File: config.mk
export PLATFORM = sky130hd
export DESIGN_NAME = csg_clock_ctrl
export DESIGN_NICKNAME = d
export VERILOG_FILES = /design/src/core/csg_pkg.sv /design/src/core/csg_clock_ctrl.sv /design/src/core/csg_clk_switch.sv
export VERILOG_INCLUDE_DIRS = /design/src /design/src/core
export SDC_FILE = /design/constraint.sdc
export NUM_CORES = 1
export LEC_CHECK = 0
export BUFFER_PORTS_ARGS = -buffer_cell sky130_fd_sc_hd__clkbuf_2
export CORE_MARGIN = 1.5
export CORE_UTILIZATION = 45
export CTS_CLUSTER_DIAMETER = 60
export CTS_CLUSTER_SIZE = 10
export DETAILED_ROUTE_END_ITERATION = 10
export PLACE_DENSITY = 0.75
export SLEW_MARGIN = 20
export SYNTH_ARGS = -nofsm -noshare
export SYNTH_HDL_FRONTEND = slang
export SYNTH_HIERARCHICAL = 1
export SYNTH_SLANG_ARGS = --single-unit
File: constraint.sdc
create_clock -name clk_i -period 4 [get_ports clk_i]
set_input_delay 0.4 -clock clk_i [delete_from_list [all_inputs] [get_ports clk_i]]
set_output_delay 0.4 -clock clk_i [all_outputs]
set_load 0.05 [all_outputs]
File: src/core/csg_params.svh
// Purpose: Offsets, field positions, reset values and key for the clock control block
// Assumes: Wishbone byte addresses, one 32-bit word per register
// Notes: Definitions only
`ifndef CSG_PARAMS_SVH
`define CSG_PARAMS_SVH

`define CSG_ADDR_W 12
`define CSG_OFF_GATES 12'h410
`define CSG_OFF_SEL 12'h414
`define CSG_OFF_KEY 12'ha0c
`define CSG_OFF_OSC 12'ha10
`define CSG_OFF_CHOP 12'ha70

`define CSG_RST_GATES 16'h01c0
`define CSG_RST_SEL 16'h0000
`define CSG_RST_KEY 16'h0000
`define CSG_RST_OSC 16'h0003
`define CSG_RST_CHOP 16'h0004

`define CSG_GATES_MASK 16'h03ff
`define CSG_SEL_MASK 16'h000f
`define CSG_OSC_MASK 16'h0007
`define CSG_CHOP_MASK 16'h0007

`define CSG_UNLOCK_KEY 16'hcb14

`define CSG_ADC_SEL_HI 3
`define CSG_ADC_SEL_LO 2
`define CSG_SYS_SEL_HI 1
`define CSG_SYS_SEL_LO 0
`define CSG_CHOP_OFF_BIT 2
`define CSG_WAKE_OFF_BIT 1
`define CSG_FE_OFF_BIT 5
`define CSG_XTAL_EN_BIT 2
`define CSG_HFOSC_EN_BIT 1
`define CSG_LFOSC_EN_BIT 0

`endif

File: src/core/csg_pkg.sv
// Purpose: Types shared by the clock control block
// Assumes: Nothing
// Notes: Source encoding is common to both selectors
package csg_pkg;
  typedef enum logic [1:0] {
    CSG_SRC_HFOSC = 2'b00,
    CSG_SRC_XTAL = 2'b01,
    CSG_SRC_LFOSC = 2'b10,
    CSG_SRC_EXT = 2'b11
  } csg_src_e;

  typedef enum logic [1:0] {
    CSG_SW_RUN = 2'b00,
    CSG_SW_WAIT = 2'b01,
    CSG_SW_HOLD = 2'b10
  } csg_sw_state_e;
endpackage : csg_pkg

File: src/core/csg_clock_ctrl.sv
// Purpose: Clock source selection, clock gates and oscillator key for the front end
// Assumes: Classic Wishbone slave, 32-bit data, byte addresses, one clock
// Notes: Ack comes one cycle after the request is seen, for one cycle
//
// Operation
// - The converter clock source follows selector bits 3:2, 0 fast osc, 1 crystal, 2 slow, 3 ext.
// - The system clock source follows selector bits 1:0 with the same coding, both reset to 0.
// - Chop bit 2 at 1 stops the amplifier chop clock, at 0 runs it, resetting to 1.
// - Chop bit 1 at 1 stops the wake timer clock, at 0 runs it, resetting to 0.
// - Gate bit 5 at 1 stops the front-end control clock, at 0 (reset) runs it.
// - Oscillator control writes are ignored unless the key 0xcb14 was written just before.
// - Any write to another register after the key re-locks the oscillator control.
// - Oscillator control holds crystal, fast and slow enables at bits 2:0, resetting to 3.
//
// The Wishbone slave port is this design's own decision.
`include "csg_params.svh"

module csg_clock_ctrl #(
  parameter int SWITCH_HOLD = 4
) (
  // Clock and reset
  input wire logic clk_i,
  input wire logic rst_i,
  // Wishbone slave
  input wire logic cyc_i,
  input wire logic stb_i,
  input wire logic we_i,
  input wire logic [`CSG_ADDR_W-1:0] adr_i,
  input wire logic [3:0] sel_i,
  input wire logic [31:0] dat_i,
  output logic [31:0] dat_o,
  output logic ack_o,
  // Clock source selection
  output csg_pkg::csg_src_e converter_clock_source_o,
  output csg_pkg::csg_src_e system_clock_source_o,
  output logic [3:0] converter_clock_en_o,
  output logic [3:0] system_clock_en_o,
  // Clock gates
  output logic chop_clock_off_o,
  output logic wake_timer_clock_off_o,
  output logic frontend_control_clock_off_o,
  output logic [15:0] clock_gate_enables_o,
  // Oscillator enables
  output logic [2:0] oscillator_control_o
);
  import csg_pkg::*;

  logic [15:0] clock_source_select_reg;
  logic [15:0] chop_and_wake_timer_gates_reg;
  logic [15:0] clock_gate_enables_reg;
  logic [15:0] oscillator_unlock_key_reg;
  logic [15:0] oscillator_control_reg;
  logic unlocked_reg;
  logic ack_reg;
  logic [31:0] dat_reg;
  logic [3:0] conv_en_reg;
  logic [3:0] sys_en_reg;
  csg_src_e conv_src_reg;
  csg_src_e sys_src_reg;
  logic [2:0] osc_out_reg;
  logic chop_off_reg;
  logic wake_off_reg;
  logic fe_off_reg;

  wire logic req;
  wire logic wr;
  wire logic hit_sel;
  wire logic hit_chop;
  wire logic hit_gates;
  wire logic hit_key;
  wire logic hit_osc;
  wire logic [15:0] lane_mask;
  wire logic [15:0] wdata;
  wire logic key_match;
  wire logic osc_wr_ok;
  wire logic [15:0] rdata;
  wire csg_src_e conv_req;
  wire csg_src_e sys_req;
  wire csg_src_e conv_sel;
  wire csg_src_e sys_sel;
  wire logic [3:0] conv_en;
  wire logic [3:0] sys_en;

  // Request taken only while ack is low, so each access acts exactly once
  assign req = cyc_i && stb_i && !ack_reg;
  assign wr = req && we_i;
  assign hit_sel = (adr_i == `CSG_OFF_SEL);
  assign hit_chop = (adr_i == `CSG_OFF_CHOP);
  assign hit_gates = (adr_i == `CSG_OFF_GATES);
  assign hit_key = (adr_i == `CSG_OFF_KEY);
  assign hit_osc = (adr_i == `CSG_OFF_OSC);
  assign lane_mask = {{8{sel_i[1]}}, {8{sel_i[0]}}};
  assign wdata = dat_i[15:0];
  assign key_match = (wdata == `CSG_UNLOCK_KEY) && (sel_i[1:0] == 2'b11);
  assign osc_wr_ok = wr && hit_osc && unlocked_reg;

  assign rdata = hit_sel ? clock_source_select_reg :
                 hit_chop ? chop_and_wake_timer_gates_reg :
                 hit_gates ? clock_gate_enables_reg :
                 hit_key ? oscillator_unlock_key_reg :
                 hit_osc ? oscillator_control_reg :
                 16'h0000;

  assign conv_req = csg_src_e'(clock_source_select_reg[`CSG_ADC_SEL_HI:`CSG_ADC_SEL_LO]);
  assign sys_req = csg_src_e'(clock_source_select_reg[`CSG_SYS_SEL_HI:`CSG_SYS_SEL_LO]);

  // Register writes; reserved bits are masked so they keep reading zero
  always_ff @(posedge clk_i) begin
    if (rst_i) begin
      clock_source_select_reg <= `CSG_RST_SEL;
      chop_and_wake_timer_gates_reg <= `CSG_RST_CHOP;
      clock_gate_enables_reg <= `CSG_RST_GATES;
      oscillator_unlock_key_reg <= `CSG_RST_KEY;
      oscillator_control_reg <= `CSG_RST_OSC;
    end else begin
      // Slow oscillator coding stored as written; no hardware refusal
      if (wr && hit_sel) begin
        clock_source_select_reg <= (clock_source_select_reg & ~lane_mask) |
                                   (wdata & lane_mask & `CSG_SEL_MASK);
      end
      if (wr && hit_chop) begin
        chop_and_wake_timer_gates_reg <= (chop_and_wake_timer_gates_reg & ~lane_mask) |
                                         (wdata & lane_mask & `CSG_CHOP_MASK);
      end
      // Bits outside the documented fields are software's to keep intact
      if (wr && hit_gates) begin
        clock_gate_enables_reg <= (clock_gate_enables_reg & ~lane_mask) |
                                  (wdata & lane_mask & `CSG_GATES_MASK);
      end
      if (wr && hit_key) begin
        oscillator_unlock_key_reg <= (oscillator_unlock_key_reg & ~lane_mask) |
                                     (wdata & lane_mask);
      end
      if (osc_wr_ok) begin
        oscillator_control_reg <= (oscillator_control_reg & ~lane_mask) |
                                  (wdata & lane_mask & `CSG_OSC_MASK);
      end
    end
  end

  // Unlock lasts until the next write of any kind; reads leave it alone
  always_ff @(posedge clk_i) begin
    if (rst_i) begin
      unlocked_reg <= 1'b0;
    end else if (wr) begin
      unlocked_reg <= hit_key && key_match;
    end
  end

  always_ff @(posedge clk_i) begin
    if (rst_i) begin
      ack_reg <= 1'b0;
      dat_reg <= 32'h0000_0000;
    end else begin
      ack_reg <= req;
      dat_reg <= (req && !we_i) ? {16'h0000, rdata} : 32'h0000_0000;
    end
  end

  csg_clk_switch #(
    .HOLD_CYCLES(SWITCH_HOLD)
  ) u_conv_switch (
    .clk_i(clk_i),
    .rst_i(rst_i),
    .req_i(conv_req),
    .sel_o(conv_sel),
    .en_o(conv_en),
    .busy_o()
  );

  csg_clk_switch #(
    .HOLD_CYCLES(SWITCH_HOLD)
  ) u_sys_switch (
    .clk_i(clk_i),
    .rst_i(rst_i),
    .req_i(sys_req),
    .sel_o(sys_sel),
    .en_o(sys_en),
    .busy_o()
  );

  // Output flops keep every top-level output straight from a register
  always_ff @(posedge clk_i) begin
    if (rst_i) begin
      conv_src_reg <= CSG_SRC_HFOSC;
      sys_src_reg <= CSG_SRC_HFOSC;
      conv_en_reg <= 4'h1;
      sys_en_reg <= 4'h1;
      chop_off_reg <= 1'b1;
      wake_off_reg <= 1'b0;
      fe_off_reg <= 1'b0;
      osc_out_reg <= 3'(`CSG_RST_OSC);
    end else begin
      conv_src_reg <= conv_sel;
      sys_src_reg <= sys_sel;
      conv_en_reg <= conv_en;
      sys_en_reg <= sys_en;
      chop_off_reg <= chop_and_wake_timer_gates_reg[`CSG_CHOP_OFF_BIT];
      wake_off_reg <= chop_and_wake_timer_gates_reg[`CSG_WAKE_OFF_BIT];
      fe_off_reg <= clock_gate_enables_reg[`CSG_FE_OFF_BIT];
      osc_out_reg <= oscillator_control_reg[2:0];
    end
  end

  assign dat_o = dat_reg;
  assign ack_o = ack_reg;
  assign converter_clock_source_o = conv_src_reg;
  assign system_clock_source_o = sys_src_reg;
  assign converter_clock_en_o = conv_en_reg;
  assign system_clock_en_o = sys_en_reg;
  assign chop_clock_off_o = chop_off_reg;
  assign wake_timer_clock_off_o = wake_off_reg;
  assign frontend_control_clock_off_o = fe_off_reg;
  assign clock_gate_enables_o = clock_gate_enables_reg;
  assign oscillator_control_o = osc_out_reg;
endmodule : csg_clock_ctrl

File: src/core/csg_clk_switch.sv
// Purpose: Glitch-free switch of one clock selector
// Assumes: Runs on the system clock; clock enable outputs gate real clocks downstream
// Notes: Enables are parked low for a wait period, then the new source is selected and held a second period before it is enabled
module csg_clk_switch #(
  parameter int HOLD_CYCLES = 4
) (
  // Clock and reset
  input wire logic clk_i,
  input wire logic rst_i,
  // Requested source
  input csg_pkg::csg_src_e req_i,
  // Applied source and one-hot enables
  output csg_pkg::csg_src_e sel_o,
  output logic [3:0] en_o,
  output logic busy_o
);
  import csg_pkg::*;

  localparam int CW = $clog2(HOLD_CYCLES + 1);

  csg_sw_state_e state_reg;
  csg_sw_state_e state_next;
  csg_src_e sel_reg;
  csg_src_e sel_next;
  logic [3:0] en_reg;
  logic [3:0] en_next;
  logic [CW-1:0] cnt_reg;
  logic [CW-1:0] cnt_next;
  wire logic cnt_done;

  assign cnt_done = (cnt_reg == CW'(HOLD_CYCLES));

  // Break before make: no output ever sees two sources or a cut pulse
  always_comb begin
    state_next = state_reg;
    sel_next = sel_reg;
    en_next = en_reg;
    cnt_next = cnt_reg;
    unique case (state_reg)
      CSG_SW_RUN: begin
        if (req_i != sel_reg) begin
          en_next = 4'h0;
          cnt_next = '0;
          state_next = CSG_SW_WAIT;
        end
      end
      CSG_SW_WAIT: begin
        cnt_next = cnt_reg + CW'(1);
        if (cnt_done) begin
          sel_next = req_i;
          cnt_next = '0;
          state_next = CSG_SW_HOLD;
        end
      end
      CSG_SW_HOLD: begin
        cnt_next = cnt_reg + CW'(1);
        if (cnt_done) begin
          en_next = 4'h1 << sel_reg;
          state_next = CSG_SW_RUN;
        end
      end
      default: begin
        state_next = CSG_SW_RUN;
      end
    endcase
  end

  always_ff @(posedge clk_i) begin
    if (rst_i) begin
      state_reg <= CSG_SW_RUN;
      sel_reg <= CSG_SRC_HFOSC;
      en_reg <= 4'h1;
      cnt_reg <= '0;
    end else begin
      state_reg <= state_next;
      sel_reg <= sel_next;
      en_reg <= en_next;
      cnt_reg <= cnt_next;
    end
  end

  assign sel_o = sel_reg;
  assign en_o = en_reg;
  assign busy_o = (state_reg != CSG_SW_RUN);
endmodule : csg_clk_switch

# Yosys cells after proc, flatten, opt, wreduce, memory -nomap -nowiden
# Cells that the tools add are included.
# W data, S select, Z words.
totals:
  out_inout_bits: 67
  reg_bits: 154
  input_bits: 53
  word_cells: 117
classes:
  n_bitwise: 13
  eq_ne: 21
  reduce_logical: 29
  mux: 25
  n_shift: 2
  addsub: 2
op_table:
  columns: ["cell", "count"]
  rows:
  - ["$and A16 B16 Y16", 6]
  - ["$mux W16", 5]
  - ["$eq A12 B12 Y1 const B", 3]
  - ["$or A16 B3 Y16", 2]
  - ["$eq A12 B11 Y1 const B", 2]
  - ["$pmux W3 S3", 2]
  - ["$eq A16 B16 Y1 const B", 1]
  - ["$mux W4", 4]
  - ["$not A16 Y16", 1]
  - ["$or A16 B10 Y16", 1]
  - ["$or A16 B16 Y16", 1]
  - ["$or A16 B4 Y16", 1]
  - ["$pmux W4 S2", 2]
  - ["$logic_and A1 B1 Y1", 12]
  - ["$mux W2", 6]
  - ["$mux W3", 4]
  - ["$ne A2 B1 Y1 const B", 6]
  - ["$pmux W2 S3", 2]
  - ["$reduce_and A3 Y1", 4]
  - ["$reduce_and A2 Y1", 4]
  - ["$shl A1 B2 Y4 const A", 2]
  - ["$add A3 B1 Y3 const B", 2]
  - ["$eq A2 B2 Y1 const B", 3]
  - ["$eq A3 B3 Y1 const B", 2]
  - ["other kinds (8)", 14]

# Longest topological paths before layout
depth:
  word_depth: 6
  mapped_depth: 7
  ltp_nobuf: 6

# Cells and area by module
# Netlist, hierarchy kept.
by_module_without_submodules:
  columns: ["module", "seq_area_each_um2", "cells_each", "area_each_um2", "instances"]
  rows:
  - ["csg_clock_ctrl", 2322.2, 465, 4564.4, 1]
  - ["csg_clk_switch", 220.2, 72, 628.1, 2]

# Worst setup path before layout
# OpenSTA, ideal clock, no wires.
synth_path:
  path_kind: "input port to flip-flop"
  start: "input port adr_i[3]"
  end: "register dat_reg[5] (netlist: dat_o[5])"
  required_ps: 3855
  t_arrival_ps: 1939
  setup_slack_ps: 1916
  n_path_buf: 2
  stages: 6
  setup_time_ps: 145
  cell_sequence: "or4_4 or4_1 nand2b_1 clkbuf_2 buf_6 o32ai_1"
synth_between:
  elab_chain_len: 6
  word_cells_on_any_way: 10
  cone_classes: "5 x eq/ne; 5 x mux"
synth_rtl:
  columns: ["element", "line_no", "source"]
  rows:
  - ["start, declared", "csg_clock_ctrl.sv:28", "input wire logic [`CSG_ADDR_W-1:0] adr_i,"]
  - ["$eq A12 B12 Y1 (no line)", null, null]
  - ["$mux W16", "csg_clock_ctrl.sv:101", "hit_osc ? oscillator_control_reg :"]
  - ["$mux W16", "csg_clock_ctrl.sv:100", "hit_key ? oscillator_unlock_key_reg :"]
  - ["$mux W16", "csg_clock_ctrl.sv:99", "hit_gates ? clock_gate_enables_reg :"]
  - ["$mux W16", "csg_clock_ctrl.sv:98", "hit_chop ? chop_and_wake_timer_gates_reg :"]
  - ["$mux W16 *", "csg_clock_ctrl.sv:97", "assign rdata = hit_sel ? clock_source_select_reg :"]
  - ["end signal, assigned", "csg_clock_ctrl.sv:156", "dat_reg <= (req && !we_i) ? {16'h0000, rdata} : 32'h0000_0000;"]
  - ["end, declared", "csg_clock_ctrl.sv:55", "logic [31:0] dat_reg;"]
# Every way passes the cells marked *; elsewhere a longest branch is shown, timed or not.
# A chain may end at the register's enable or synchronous reset.

# Worst setup path after layout
layout_path:
  start: "input port adr_i[3]"
  end: "register dat_reg[15] (netlist: dat_o[15])"
# Same word-level chain as after synthesis.

==> impl_results.md <==
* Status: complete, no violations
* WP data arrival at 2.73 ns
* Setup TNS at 0 ns
* Clock tree from TritonCTS: yes
* Flop pwr share at 45.0%
* Hold path depth at 3
* Share of cells above drive strength 1 at 21.71%
* Routed Antenna Nets at 0
* Cell Chain, Critical Path: clkbuf_2 > or4_4 > or4_1 > nand2b_1 > o32ai_1
* Mapped cell area at 5813 sq um
* Pleak at 2.658 nW
* Worst reg2reg path startpoint: ack_o$_SDFF_PP0_
* # hold bufs at CTS at 0
* Worst Setup Start Kind: primary input
* Via Count at 4908
* Skew-Pair Late Insertion Delay at 0.43 ns
* # Post-CTS Setup Buffers at 0
* H-tree Lvls at 4
* Commonest non-fill, non-tap cell in the layout: dfxtp_1
* Multi-input logic area at 2765 sq um
* Max Clk Rate at 404.1 MHz
* RSZ-0062 raised after global routing: false
* Io pins at 120
* Clk root buf: clkbuf_16
* Syn. warnings at 6
* Fill cell count at 1127
* Antenna cells at 0
* Hpwl dp at 10110 microns
* Hold path startpoint: cyc_i
* Gate power share at 5.9%
* Switching pwr at 742.6 uW
* Placed Area at 6281 sq um
* RR Endpoint: dat_o[15]$_SDFF_PP0_
* Pin count of the biggest net entering global routing at 90
* Switching share of power at 24.10%
* Crit share post-route at 61.87%
* PortBufs at 85
* Initial antenna violation count at 0
* Total grt overflow at 0
* Post-CTS Resized at 0
* Critical Path Fanout Max at 21
* Endpoint, Worst Hold: ack_o$_SDFF_PP0_
* Vias per cell at 5.687
* Most frequent cells in the layout: dfxtp_1, clkbuf_2, a21oi_1
* Max Root-Sink Buffers at 2
* Relative slew slack at 31.87%
* Pint at 2.338 mW
* Final setup viols at 0
* Reg clk slew, reported paths at 0.06 ns
* Die area at 13610 sq um
* CP Class: in2reg
* Max-cap violations at 0
* Avg WL per Cell at 16.77 microns
* Overall power at 3.081 mW
* Num CTS Buffers at 17
* Critical Path Slowest Stage Cell: or4_4
* Number of buffers and inverters on the critical path at 1
* Pre-antenna DRT Iters at 5
* Hold Vio Cnt, Final at 0
* Clock Skews at 0.008523 ns
* PwrDens at 449.0 nW/um^2
* Register-to-Register Path Depth at 4
* Sink Count at 138
* Min cycle time layout at 2.475 ns
* First-pass GRT wire length at 22990 microns
* Initial core utilization at 46.06%
* Placer Congestion at 0.8645
* Core footprint at 12620 sq um
* Iteration-0 DRC Markers at 450
* Drt drc at 0
* Syn Inst Count at 607
* Sequential Area at 2763 sq um
* Syn-to-layout area delta at 18.04%
* Worst setup margin at 1.525 ns
* Least-Margin Pin Slew at 1.014 ns
* Std cell rows at 41
* Place WS at 1.136 ns
* Final Util at 54.37%
* CP peak stage delay at 0.70 ns
* Max-slew violation count at 0
* Nets at 743
* Clock power frac at 49.1%
* WL final at 14470 microns
* Vias in the first global route at 4691
* Req. time, crit path at 4.26 ns
* Crit path launch: adr_i[3]
* Flop2flop setup slack at 1.53 ns
* Crit. End Element: register
* GRT Util Overall at 21.99%
* Die extent in x at 116.7 microns
* Worst vdd ir at 0.3043 mV
* Post-route cell area at 6862 sq um
* Worst hold-check path type: in2reg
* Die height at 116.7 microns
* Cell family with most CP delay: simple AND/OR/NAND/NOR gates
* Post-synthesis average cell area at 9.577 sq um
-- metrics by stage --
step	cells	hold WS (ns)
2_1_floorplan	622	0.4159
3_3_place_gp	831	0.4307
3_5_place_dp	831	0.4323
4_1_cts	863	0.2252
5_1_grt	863	0.2336
6_report	863	0.2301
-- power by group through the flow --
stage	Sequential, mW	Clock (mW)	Combinational, mW
2_1_floorplan	1.42	0	0.133
3_3_place_gp	1.42	0	0.172
3_5_place_dp	1.42	0	0.178
4_1_cts	1.39	1.53	0.179
5_1_grt	1.39	1.60	0.198
6_report	1.39	1.51	0.182
-- tightest hold or removal path, cell delays in order --
cell	delay, ns
clkbuf_2	0.09
nand3b_1	0.08
nor2_1	0.04
-- metal layers --
metal	part of all wire, %	routed length, microns	vias up	track usage, %
li1	-	-	2331	-
met1	42	6018	2358	26.59
met2	50	7179	194	36.55
met3	6.7	965	25	5.916
met4	2.1	310	0	10.44
met5	0	0	-	0
-- how the worst max path moves through the flow --
| stage | to | slack [ns] | cells past startpoint |
|---|---|---|---|
| CTS | dat_o[15]$_SDFF_PP0_ | 1.55 | 4 |
| global placement | dat_o[0]$_SDFF_PP0_ | 1.20 | 5 |
| finish | dat_o[15]$_SDFF_PP0_ | 1.53 | 5 |
| floorplan | dat_o[5]$_SDFF_PP0_ | 1.92 | 6 |
| detailed placement | dat_o[15]$_SDFF_PP0_ | 1.14 | 5 |
| global route | dat_o[15]$_SDFF_PP0_ | 1.41 | 4 |
-- area by class of cell --
type	count	share of cell area [%]
multi-input cells	414	40.30
flip-flops and latches	138	40.26
repair buffers	93	7.075
clock buffers	20	6.802
well taps	172	3.136
clock inverters	12	1.659
inverters	14	0.7659
No activity file was read; power rests on OpenSTA's default activity.
